`config.mk`:
```
export PLATFORM = sky130hd
export DESIGN_NAME = rmisb_top
export DESIGN_NICKNAME = d
export VERILOG_FILES = /design/src/hdl/rmisb_pkg.sv /design/src/hdl/rmisb_top.sv /design/src/hdl/rmisb_lock.sv /design/src/hdl/rmisb_route.sv
export SDC_FILE = /design/constraint.sdc
export NUM_CORES = 1
export LEC_CHECK = 0
export BUFFER_PORTS_ARGS = -buffer_cell sky130_fd_sc_hd__clkbuf_2
export CAP_MARGIN = 5
export CORE_MARGIN = 1
export CORE_UTILIZATION = 63
export DETAILED_ROUTE_END_ITERATION = 10
export PLACE_DENSITY = 0.81
export SYNTH_ARGS = -nofsm -noshare
export SYNTH_HDL_FRONTEND = slang
export SYNTH_HIERARCHICAL = 1
export SYNTH_SLANG_ARGS = --single-unit
```
`constraint.sdc`:
```
create_clock -name ref_clk -period 3 [get_ports ref_clk]
set_clock_uncertainty 0.15 [all_clocks]
set_input_delay 0.45 -clock ref_clk [delete_from_list [all_inputs] [get_ports ref_clk]]
set_output_delay 0.45 -clock ref_clk [all_outputs]
set_load 0.02 [all_outputs]
```
`src/hdl/rmisb_pkg.sv`:
```
/*
 * package for the remappable input select bank: register map, field layout,
 * reset values, unlock keys, selector half flags and carrier structs.
 * assumes a 16-bit register port with one-cycle read latency.
 */
package rmisb_pkg;

    // widths and counts
    localparam int unsigned DATA_W = 16;
    localparam int unsigned ADDR_W = 6;
    localparam int unsigned SEL_W = 5;
    localparam int unsigned IN_REGS = 14;
    localparam int unsigned OUT_REGS = 13;
    localparam int unsigned NUM_FUNCS = 28;
    localparam int unsigned NUM_PINS = 32;

    // field positions
    localparam int unsigned LO_FIELD_LSB = 0;
    localparam int unsigned HI_FIELD_LSB = 8;

    // selector reset value: pin 31
    localparam logic [4:0] SEL_RESET = 5'h1f;
    localparam logic [DATA_W-1:0] OUT_RESET = 16'h0000;

    // register offsets; input bank at 0x00..0x0d, output bank at 0x10..0x1c
    localparam logic [ADDR_W-1:0] OFS_IN_BASE = 6'h00;
    localparam logic [ADDR_W-1:0] OFS_OUT_BASE = 6'h10;
    localparam logic [ADDR_W-1:0] OFS_LOCK_CTRL = 6'h20;
    localparam logic [ADDR_W-1:0] OFS_STATUS = 6'h21;

    // lock control word: unlock keys in low byte, lock bit at 6
    localparam logic [7:0] KEY_FIRST = 8'h46;
    localparam logic [7:0] KEY_SECOND = 8'h57;
    localparam int unsigned LOCK_BIT = 6;

    // per input register: which halves hold a selector
    localparam logic [IN_REGS-1:0] HAS_LO = 14'h3ffe;
    localparam logic [IN_REGS-1:0] HAS_HI = 14'h17bd;

    // valid-bit masks for output registers
    localparam logic [DATA_W-1:0] OUT_MASK = 16'h1f1f;

    typedef enum logic [1:0]
    {
        KEY_IDLE = 2'b00,
        KEY_GOT1 = 2'b01,
        KEY_OPEN = 2'b11
    } rmisb_key_e;

    typedef struct packed
    {
        logic wr;
        logic rd;
        logic [ADDR_W-1:0] addr;
        logic [DATA_W-1:0] wdata;
    } rmisb_bus_s;

    typedef struct packed
    {
        logic [NUM_FUNCS-1:0] [SEL_W-1:0] sel;
    } rmisb_sel_s;

endpackage : rmisb_pkg

```
`src/hdl/rmisb_top.sv`:
```
/*
 * remappable input select bank: fourteen input selector registers, thirteen
 * output map registers, write lock with unlock keys, shadow-copy monitor and
 * pin-to-peripheral routing.
 * assumes a one-cycle read port and pins synchronous to ref_clk.
 */
// Operation
// - provide 27 remap registers: 14 input, 13 output
// - accept remap writes only while the write lock is clear
// - each input selector routes pin n to its peripheral input; pins at or above PINS_PRESENT give the idle level
// - bits outside selector fields read as zero
// - irq one selector bits 12-8; irq two bits 4-0 separately
// - timer 3/5 clocks in 12-8, timer 2/4 clocks in 4-0
// - capture 2/4 in 12-8, 1/3 in 4-0, 5 alone in 4-0
// - compare fault b in 12-8, fault a in 4-0
// - serial one clear-to-send 12-8, receive 4-0
// - serial two clear-to-send 12-8, receive 4-0
// - spi one clock 12-8, data 4-0; select alone 4-0
// - spi two clock 12-8, data 4-0; select alone 4-0
// - input selectors reset to 11111, pin 31
// - compare registers to shadow copies; flag mismatch reset
// - one-shot option keeps the lock set until reset
`timescale 1ns/100ps
module rmisb_top
    import rmisb_pkg::*;
#(
    parameter int unsigned PINS_PRESENT = 26
)
(
    // clock and reset
    input wire logic ref_clk,
    input wire logic rst_n,
    // configuration
    input wire logic one_shot_lock_option,
    // register port
    input wire logic [ADDR_W-1:0] reg_addr,
    input wire logic [DATA_W-1:0] reg_wdata,
    input wire logic reg_wr,
    input wire logic reg_rd,
    output logic [DATA_W-1:0] reg_rdata,
    // pins
    input wire logic [NUM_PINS-1:0] pin_in,
    input wire logic [NUM_FUNCS-1:0] idle_level,
    // peripheral inputs, bit order as the selector index
    output logic [NUM_FUNCS-1:0] func_in_q,
    // status
    output logic remap_write_lock_q,
    output logic mismatch_reset_q
);

    ////////////////////////////////////////////////////////////////////////
    // selector index per register half; 31 means no field
    function automatic int unsigned field_func(input int unsigned r, input bit hi);
        int unsigned idx;
        idx = 31;
        case (r)
            0: idx = hi ? 0 : 31;                 // ext irq one
            1: idx = hi ? 31 : 1;                 // ext irq two
            2: idx = hi ? 3 : 2;                  // timer 3 / timer 2
            3: idx = hi ? 5 : 4;                  // timer 5 / timer 4
            4: idx = hi ? 7 : 6;                  // capture 2 / 1
            5: idx = hi ? 9 : 8;                  // capture 4 / 3
            6: idx = hi ? 31 : 10;                // capture 5
            7: idx = hi ? 12 : 11;                // fault b / fault a
            8: idx = hi ? 14 : 13;                // serial one cts / rx
            9: idx = hi ? 16 : 15;                // serial two cts / rx
            10: idx = hi ? 18 : 17;               // spi one clock / data
            11: idx = hi ? 31 : 19;               // spi one select
            12: idx = hi ? 21 : 20;               // spi two clock / data
            13: idx = hi ? 31 : 22;               // spi two select
            default: idx = 31;
        endcase
        return idx;
    endfunction : field_func

    rmisb_bus_s bus;
    rmisb_sel_s sel;
    logic [IN_REGS-1:0] [DATA_W-1:0] in_reg_q;
    logic [IN_REGS-1:0] [DATA_W-1:0] in_shadow_q;
    logic [OUT_REGS-1:0] [DATA_W-1:0] out_reg_q;
    logic [OUT_REGS-1:0] [DATA_W-1:0] out_shadow_q;
    logic [DATA_W-1:0] rdata_d;
    logic lock;
    logic [NUM_FUNCS-1:0] func_in;
    logic in_hit;
    logic out_hit;
    logic [ADDR_W-1:0] in_idx;
    logic [ADDR_W-1:0] out_idx;
    logic [IN_REGS-1:0] [DATA_W-1:0] in_mask;

    // functions 23 and up have no selector and stay low
    localparam logic [NUM_FUNCS-1:0] USED_FUNCS = 28'h07f_ffff;

    assign bus = '{wr: reg_wr, rd: reg_rd, addr: reg_addr, wdata: reg_wdata};
    assign in_idx = reg_addr - OFS_IN_BASE;
    assign out_idx = reg_addr - OFS_OUT_BASE;
    assign in_hit = (reg_addr >= OFS_IN_BASE) && (in_idx < ADDR_W'(IN_REGS));
    assign out_hit = (reg_addr >= OFS_OUT_BASE) && (out_idx < ADDR_W'(OUT_REGS));

    ////////////////////////////////////////////////////////////////////////
    // field masks per input register
    genvar r;
    generate
        for (r = 0; r < IN_REGS; r++)
        begin : g_mask
            assign in_mask[r] = {3'h0, {SEL_W{HAS_HI[r]}}, 3'h0, {SEL_W{HAS_LO[r]}}};
        end
    endgenerate

    ////////////////////////////////////////////////////////////////////////
    // write lock
    rmisb_lock u_lock
    (
        .ref_clk(ref_clk),
        .rst_n(rst_n),
        .one_shot_lock_option(one_shot_lock_option),
        .bus(bus),
        .remap_write_lock(lock)
    );

    ////////////////////////////////////////////////////////////////////////
    // input selector registers
    always_ff @(posedge ref_clk or negedge rst_n)
    begin
        if (!rst_n)
        begin
            for (int i = 0; i < IN_REGS; i++)
                in_reg_q[i] <= {3'h0, SEL_RESET & {SEL_W{HAS_HI[i]}},
                    3'h0, SEL_RESET & {SEL_W{HAS_LO[i]}}};
        end
        else if (reg_wr && in_hit && !lock)
        begin
            in_reg_q[in_idx] <= reg_wdata & in_mask[in_idx];
        end
    end

    ////////////////////////////////////////////////////////////////////////
    // output map registers
    always_ff @(posedge ref_clk or negedge rst_n)
    begin
        if (!rst_n)
        begin
            for (int i = 0; i < OUT_REGS; i++)
                out_reg_q[i] <= OUT_RESET;
        end
        else if (reg_wr && out_hit && !lock)
        begin
            out_reg_q[out_idx] <= reg_wdata & OUT_MASK;
        end
    end

    ////////////////////////////////////////////////////////////////////////
    // shadow copies follow only accepted writes
    always_ff @(posedge ref_clk or negedge rst_n)
    begin
        if (!rst_n)
        begin
            for (int i = 0; i < IN_REGS; i++)
                in_shadow_q[i] <= {3'h0, SEL_RESET & {SEL_W{HAS_HI[i]}},
                    3'h0, SEL_RESET & {SEL_W{HAS_LO[i]}}};
            for (int i = 0; i < OUT_REGS; i++)
                out_shadow_q[i] <= OUT_RESET;
        end
        else if (reg_wr && !lock)
        begin
            if (in_hit)
                in_shadow_q[in_idx] <= reg_wdata & in_mask[in_idx];
            if (out_hit)
                out_shadow_q[out_idx] <= reg_wdata & OUT_MASK;
        end
    end

    // mismatch is sticky until reset
    always_ff @(posedge ref_clk or negedge rst_n)
    begin
        if (!rst_n)
            mismatch_reset_q <= 1'b0;
        else if ((in_reg_q != in_shadow_q) || (out_reg_q != out_shadow_q))
            mismatch_reset_q <= 1'b1;
    end

    ////////////////////////////////////////////////////////////////////////
    // selector extraction; absent halves never reach here
    always_comb
    begin
        sel = '0;
        for (int i = 0; i < IN_REGS; i++)
        begin
            if (HAS_HI[i])
                sel.sel[field_func(i, 1'b1)] = in_reg_q[i][HI_FIELD_LSB +: SEL_W];
            if (HAS_LO[i])
                sel.sel[field_func(i, 1'b0)] = in_reg_q[i][LO_FIELD_LSB +: SEL_W];
        end
    end

    rmisb_route #(.PINS_PRESENT(PINS_PRESENT)) u_route
    (
        .sel(sel),
        .pin_in(pin_in),
        .idle_level(idle_level),
        .func_in(func_in)
    );

    always_ff @(posedge ref_clk or negedge rst_n)
    begin
        if (!rst_n)
            func_in_q <= '0;
        else
            func_in_q <= func_in & USED_FUNCS;
    end

    ////////////////////////////////////////////////////////////////////////
    // read port
    always_comb
    begin
        rdata_d = '0;
        if (in_hit)
            rdata_d = in_reg_q[in_idx];
        else if (out_hit)
            rdata_d = out_reg_q[out_idx];
        else if (reg_addr == OFS_LOCK_CTRL)
            rdata_d = DATA_W'(lock) << LOCK_BIT;
        else if (reg_addr == OFS_STATUS)
            rdata_d = {15'h0000, mismatch_reset_q};
    end

    always_ff @(posedge ref_clk or negedge rst_n)
    begin
        if (!rst_n)
            reg_rdata <= '0;
        else if (reg_rd)
            reg_rdata <= rdata_d;
        else
            reg_rdata <= '0;
    end

    always_ff @(posedge ref_clk or negedge rst_n)
    begin
        if (!rst_n)
            remap_write_lock_q <= 1'b0;
        else
            remap_write_lock_q <= lock;
    end

    ////////////////////////////////////////////////////////////////////////
    // checks
    property p_locked_hold;
        @(posedge ref_clk) disable iff (!rst_n)
        (reg_wr && in_hit && lock) |=> $stable(in_reg_q);
    endproperty
    a_locked_hold: assert property (p_locked_hold) else $error("locked write changed map");

    property p_write_takes;
        @(posedge ref_clk) disable iff (!rst_n)
        (reg_wr && in_hit && !lock) |=> in_reg_q[$past(in_idx)] == ($past(reg_wdata) & in_mask[$past(in_idx)]);
    endproperty
    a_write_takes: assert property (p_write_takes) else $error("accepted write lost");

    property p_unimpl_zero;
        @(posedge ref_clk) disable iff (!rst_n)
        (reg_rd && (in_hit || out_hit)) |=> (reg_rdata & 16'he0e0) == 16'h0000;
    endproperty
    a_unimpl_zero: assert property (p_unimpl_zero) else $error("reserved bits read nonzero");

    property p_read_value;
        @(posedge ref_clk) disable iff (!rst_n)
        (reg_rd && in_hit && !reg_wr) |=> reg_rdata == in_reg_q[$past(in_idx)];
    endproperty
    a_read_value: assert property (p_read_value) else $error("read data wrong");

    property p_route_lag;
        @(posedge ref_clk) disable iff (!rst_n)
        1'b1 |=> func_in_q == $past(func_in & USED_FUNCS);
    endproperty
    a_route_lag: assert property (p_route_lag) else $error("routing not registered");

    property p_absent_idle;
        @(posedge ref_clk) disable iff (!rst_n)
        (32'(sel.sel[0]) >= PINS_PRESENT) |=> func_in_q[0] == $past(idle_level[0]);
    endproperty
    a_absent_idle: assert property (p_absent_idle) else $error("absent pin not idle");

    property p_no_mismatch;
        @(posedge ref_clk) disable iff (!rst_n)
        ((in_reg_q == in_shadow_q) && (out_reg_q == out_shadow_q)) |=> $stable(mismatch_reset_q);
    endproperty
    a_no_mismatch: assert property (p_no_mismatch) else $error("false mismatch");

    property p_oneshot;
        @(posedge ref_clk) disable iff (!rst_n)
        (one_shot_lock_option && lock && $past(lock, 2)) |=> lock;
    endproperty
    a_oneshot: assert property (p_oneshot) else $error("one-shot lock cleared");

    c_unlock_write: cover property (@(posedge ref_clk) disable iff (!rst_n) !lock ##1 reg_wr && in_hit);
    c_lock_set: cover property (@(posedge ref_clk) disable iff (!rst_n) !lock ##1 lock);
    c_locked_try: cover property (@(posedge ref_clk) disable iff (!rst_n) lock && reg_wr && in_hit);

endmodule : rmisb_top

```
`src/hdl/rmisb_lock.sv`:
```
/*
 * write-lock keeper: tracks the two-key unlock sequence on the lock control
 * word and holds the remap write lock, with the one-shot lock option.
 * assumes bus strobes are single cycle and synchronous to ref_clk.
 */
`timescale 1ns/100ps
module rmisb_lock
    import rmisb_pkg::*;
(
    // clock and reset
    input wire logic ref_clk,
    input wire logic rst_n,
    // configuration
    input wire logic one_shot_lock_option,
    // bus
    input wire rmisb_bus_s bus,
    // state
    output logic remap_write_lock
);

    rmisb_key_e key_q;
    logic set_once_q;
    logic ctrl_wr;

    assign ctrl_wr = bus.wr && (bus.addr == OFS_LOCK_CTRL);

    ////////////////////////////////////////////////////////////////////////
    // key sequence: 46h then 57h, then one lock write
    always_ff @(posedge ref_clk or negedge rst_n)
    begin
        if (!rst_n)
            key_q <= KEY_IDLE;
        else if (ctrl_wr)
        begin
            case (key_q)
                KEY_IDLE: key_q <= (bus.wdata[7:0] == KEY_FIRST) ? KEY_GOT1 : KEY_IDLE;
                KEY_GOT1: key_q <= (bus.wdata[7:0] == KEY_SECOND) ? KEY_OPEN : KEY_IDLE;
                KEY_OPEN: key_q <= KEY_IDLE;
                default: key_q <= KEY_IDLE;
            endcase
        end
    end

    ////////////////////////////////////////////////////////////////////////
    // lock bit; resets unlocked
    always_ff @(posedge ref_clk or negedge rst_n)
    begin
        if (!rst_n)
        begin
            remap_write_lock <= 1'b0;
            set_once_q <= 1'b0;
        end
        else if (ctrl_wr && key_q == KEY_OPEN)
        begin
            if (bus.wdata[LOCK_BIT])
            begin
                remap_write_lock <= 1'b1;
                set_once_q <= 1'b1;
            end
            else if (!(one_shot_lock_option && set_once_q))
                remap_write_lock <= 1'b0;
        end
    end

endmodule : rmisb_lock

```
`src/hdl/rmisb_route.sv`:
```
/*
 * routing mux: one pin selector per peripheral input function.
 * assumes pin inputs are already synchronous to the clock.
 */
`timescale 1ns/100ps
module rmisb_route
    import rmisb_pkg::*;
#(
    parameter int unsigned PINS_PRESENT = 26
)
(
    // selectors
    input wire rmisb_sel_s sel,
    // pins and functions
    input wire logic [NUM_PINS-1:0] pin_in,
    input wire logic [NUM_FUNCS-1:0] idle_level,
    output logic [NUM_FUNCS-1:0] func_in
);

    genvar g;
    generate
        for (g = 0; g < NUM_FUNCS; g++)
        begin : g_func
            // absent pin gives inactive level
            assign func_in[g] = (32'(sel.sel[g]) < PINS_PRESENT) ?
                pin_in[sel.sel[g]] : idle_level[g];
        end
    endgenerate

endmodule : rmisb_route

```
==> results_tabular.tex <==
\begin{tabular}{lr}
\hline
Metric & Value \\
\hline
\multicolumn{2}{l}{\textbf{Outcome}} \\
\quad Run status & finished with violations \\
\quad Violations in the final reports & negative hold slack \\
\multicolumn{2}{l}{\textbf{Finish}} \\
\quad Layout Nets & 3155 \\
\quad Final antenna diode count & 0 \\
\quad Final-layout fill cell count & 3596 \\
\quad Share of cells above drive strength 1 & 31.93\% \\
\quad Area growth from synthesis to final layout & 11.40\% \\
\quad Post-route design area & 36640 um2 \\
\multicolumn{2}{l}{\textbf{Critical path}} \\
\quad Worst-path cell chain & xnor2\_1, nand4\_1, nor4\_1, buf\_4, nand4\_1, nor4\_1, nand4\_1 \\
\quad Count of cells along the worst register-to-register path & 7 \\
\quad Start of the worst register-to-register path & in\_reg\_q[196] \\
\quad CP Launch Type & flip-flop \\
\quad Worst reg2reg path endpoint & mismatch\_reset\_q \\
\quad WS Path Type & flip-flop to flip-flop \\
\quad Cell repeated most along the worst path & sky130\_fd\_sc\_hd\_\_nand4\_1 \\
\quad Buffers and inverters on the worst path & 1 \\
\quad Critical path capture point type & flip-flop \\
\quad Family with the most delay on the worst path & simple AND/OR/NAND/NOR gates \\
\quad Cell with the biggest individual delay on the critical path & sky130\_fd\_sc\_hd\_\_xnor2\_1 \\
\quad Worst EP arrival & 3.10 ns \\
\quad Required arrival time at the worst endpoint & 3.36 ns \\
\quad FF-to-FF setup slack & 0.27 ns \\
\quad Biggest cell delay along the critical path & 0.59 ns \\
\quad Largest driver fanout on the critical path & 6 \\
\multicolumn{2}{l}{\textbf{Worst hold path}} \\
\quad Count of cells along the worst hold path & 3 \\
\quad Source of the worst hold timing path & idle\_level[21] \\
\quad Hold Crit Endpoint & func\_in\_q[21] \\
\quad Path type of the worst min-delay path & primary input to flip-flop \\
\multicolumn{2}{l}{\textbf{Detailed routing}} \\
\quad First-pass iteration count of the detailed router & 10 \\
\quad Remaining number of nets flagged by the antenna check after routing & 0 \\
\quad Post-detailed-route via-to-cell ratio & 7.206 \\
\quad Vias after detailed routing & 27376 \\
\quad Wire length per cell & 33.72 um \\
\quad Number of DRC violations after detailed routing & 0 \\
\quad Final wirelength & 128100 um \\
\quad First-iteration detailed-routing DRC count & 4466 \\
\multicolumn{2}{l}{\textbf{Global route}} \\
\quad Vias in the first global route & 26339 \\
\quad Initial antenna violation count & 5 \\
\quad Global-route wire length before repair & 184200 um \\
\quad Pin count of the biggest net entering global routing & 72 \\
\quad Aggregate global-route resource usage & 48.69\% \\
\quad Total congestion overflow after global routing & 0 \\
\multicolumn{2}{l}{\textbf{Pwr}} \\
\quad LEAKAGE & 15.31 nW \\
\quad Peak ir drop on the vdd network & 0.5940 mV \\
\quad Pwr Density & 641.4 nW/um2 \\
\quad Overall Power & 23.50 mW \\
\multicolumn{2}{l}{\textbf{Die}} \\
\quad Die Ht & 230.5 um \\
\quad Die outline width & 230.5 um \\
\quad Initial Util & 63.99\% \\
\quad Top-Level Pins & 133 \\
\quad Num rows & 83 \\
\quad Core Area & 51410 um2 \\
\quad Die area & 53130 um2 \\
\multicolumn{2}{l}{\textbf{Job}} \\
\quad Maxcap violations & 0 \\
\multicolumn{2}{l}{\textbf{STA}} \\
\quad Transition time at the pin with the least slew margin & 0.8386 ns \\
\quad Hold Violations, Final & 1 \\
\quad Fmax & 365.7 MHz \\
\quad Smallest setup slack after layout & 0.2656 ns \\
\quad Slew HR & 43.90\% \\
\quad Setup repair after global routing missed its margin & no \\
\quad Setup total negative slack & 0 ns \\
\quad Setup-failing EPs final & 0 \\
\quad Worst hold-check slack & -0.003351 ns \\
\quad Fraction of the cycle the final worst path needs & 91.15\% \\
\quad Max-slew violation count & 0 \\
\quad Min Clock Period, post-route & 2.734 ns \\
\multicolumn{2}{l}{\textbf{Clock network}} \\
\quad TritonCTS clock tree & done \\
\quad Clock Sinks & 580 \\
\quad Number of H-tree levels & 2 \\
\quad Maximum buffer depth of the clock tree & 3 \\
\quad Buffers inserted by post-CTS timing repair & 0 \\
\quad Clock slew seen by the registers of the worst setup and hold paths & 0.07 ns \\
\quad Clock insertion delay at the later pin of the skew report & 0.67 ns \\
\quad Number of buffers added by the clock tree synthesis step & 60 \\
\quad CTS Root Buffer Type & sky130\_fd\_sc\_hd\_\_clkbuf\_16 \\
\multicolumn{2}{l}{\textbf{Synth}} \\
\quad Gate count of the mapped netlist & 2997 \\
\quad Synth Cell Area & 32890 um2 \\
\quad Synthesized area per cell & 10.98 um2 \\
\quad Synth warnings & 6 \\
\multicolumn{2}{l}{\textbf{Placement}} \\
\quad Final RePlAce weighted congestion & 1.034 \\
\quad Half-perimeter wire length of the detailed placement result & 92500 um \\
\quad Port Buffer Count & 108 \\
\quad Pre-CTS setup slack & 0.2236 ns \\
\quad Post-DP Area & 34620 um2 \\
\hline
\end{tabular}
layout make-up:
class                   count  area (um2)  area share (%)
repair buffers            279        2147           5.859
inverters                 149       559.3           1.526
clock inverters            25       279.0          0.7614
multi-input cells        1998       16300           44.48
clock buffers              88        1707           4.657
well taps                 680       850.8           2.322
flip-flops and latches    580       14800           40.39
per-layer routing:
metal,global-route usage [%],vias up,part of all wire (%)
met3,11.91,619,11
li1,-,10982,-
met1,62.41,13586,36
met2,73.96,2183,44
met5,0,-,0.030
met4,32.14,6,8.8
tightest hold or removal path: stages:
cell                        delay [ns]
sky130_fd_sc_hd__clkbuf_2         0.11
sky130_fd_sc_hd__o2111ai_1        0.12
sky130_fd_sc_hd__nand4_1          0.10
per-stage QoR:
step	hold slack, ns	util, %	std cells
2_1_floorplan	0.004409	-	3006
3_3_place_gp	0.3057	67.35	3683
3_5_place_dp	0.3001	67.35	3683
4_1_cts	0.00003841	71.27	3799
5_1_grt	0.01296	71.28	3799
6_report	-0.003351	71.28	3799
worst max-delay path by stage:
stage | startpoint | end | slack (ns) | cells past startpoint
3_5_place_dp | in_reg_q[17] | mismatch_reset_q | 0.22 | 6
5_1_grt | in_reg_q[17] | mismatch_reset_q | 0.11 | 6
3_3_place_gp | in_reg_q[17] | mismatch_reset_q | 0.25 | 6
2_1_floorplan | reg_addr[2] | out_reg_q[176] | 0.73 | 5
6_report | in_reg_q[196] | mismatch_reset_q | 0.27 | 7
4_1_cts | in_reg_q[17] | mismatch_reset_q | 0.22 | 6
cell usage in the layout, fill, tap and decap left out, drive strengths merged, types with 13 or more instances in the layout:
master / count
o21ai: 267
a31oi: 24
mux4: 129
clkinv: 24
buf: 171
mux2: 282
nor2: 48
nor2b: 58
clkbuf: 193
nor4: 38
nand2b: 53
o2111ai: 19
o211ai: 19
nand3: 49
xor2: 64
dfrtp: 350
a22oi: 15
xnor2: 85
and2: 50
nand2: 325
a311oi: 16
o311ai: 26
dfstp: 230
a21oi: 14
mux2i: 145
inv: 141
o22ai: 49
nand4b: 13
a221oi: 20
o221ai: 14
nand4: 40
power breakdown:
group | total [mW] | switching [mW] | internal (mW) | leakage, nW
combinational | 5.51 | 3.23 | 2.27 | 7.39
sequential | 10.3 | 1.26 | 9.03 | 6.96
clock | 7.70 | 3.33 | 4.37 | 0.970
sequential cells by signal (all words and copies together), names as in the netlist:
register,cells
in_reg_q,140
reg_rdata,11
mismatch_reset_q,1
out_shadow_q,130
u_lock/key_q,2
func_in_q,23
out_reg_q,130
in_shadow_q,140
u_lock/set_once_q,1
u_lock/remap_write_lock,1
remap_write_lock_q,1
timing repair:
action,CTS,global route
setup endpoints to repair,0,1
hold endpoints to repair,25,0
hold buffers,3,0
gates resized for setup,0,1
No activity file was read; power rests on OpenSTA's default activity.
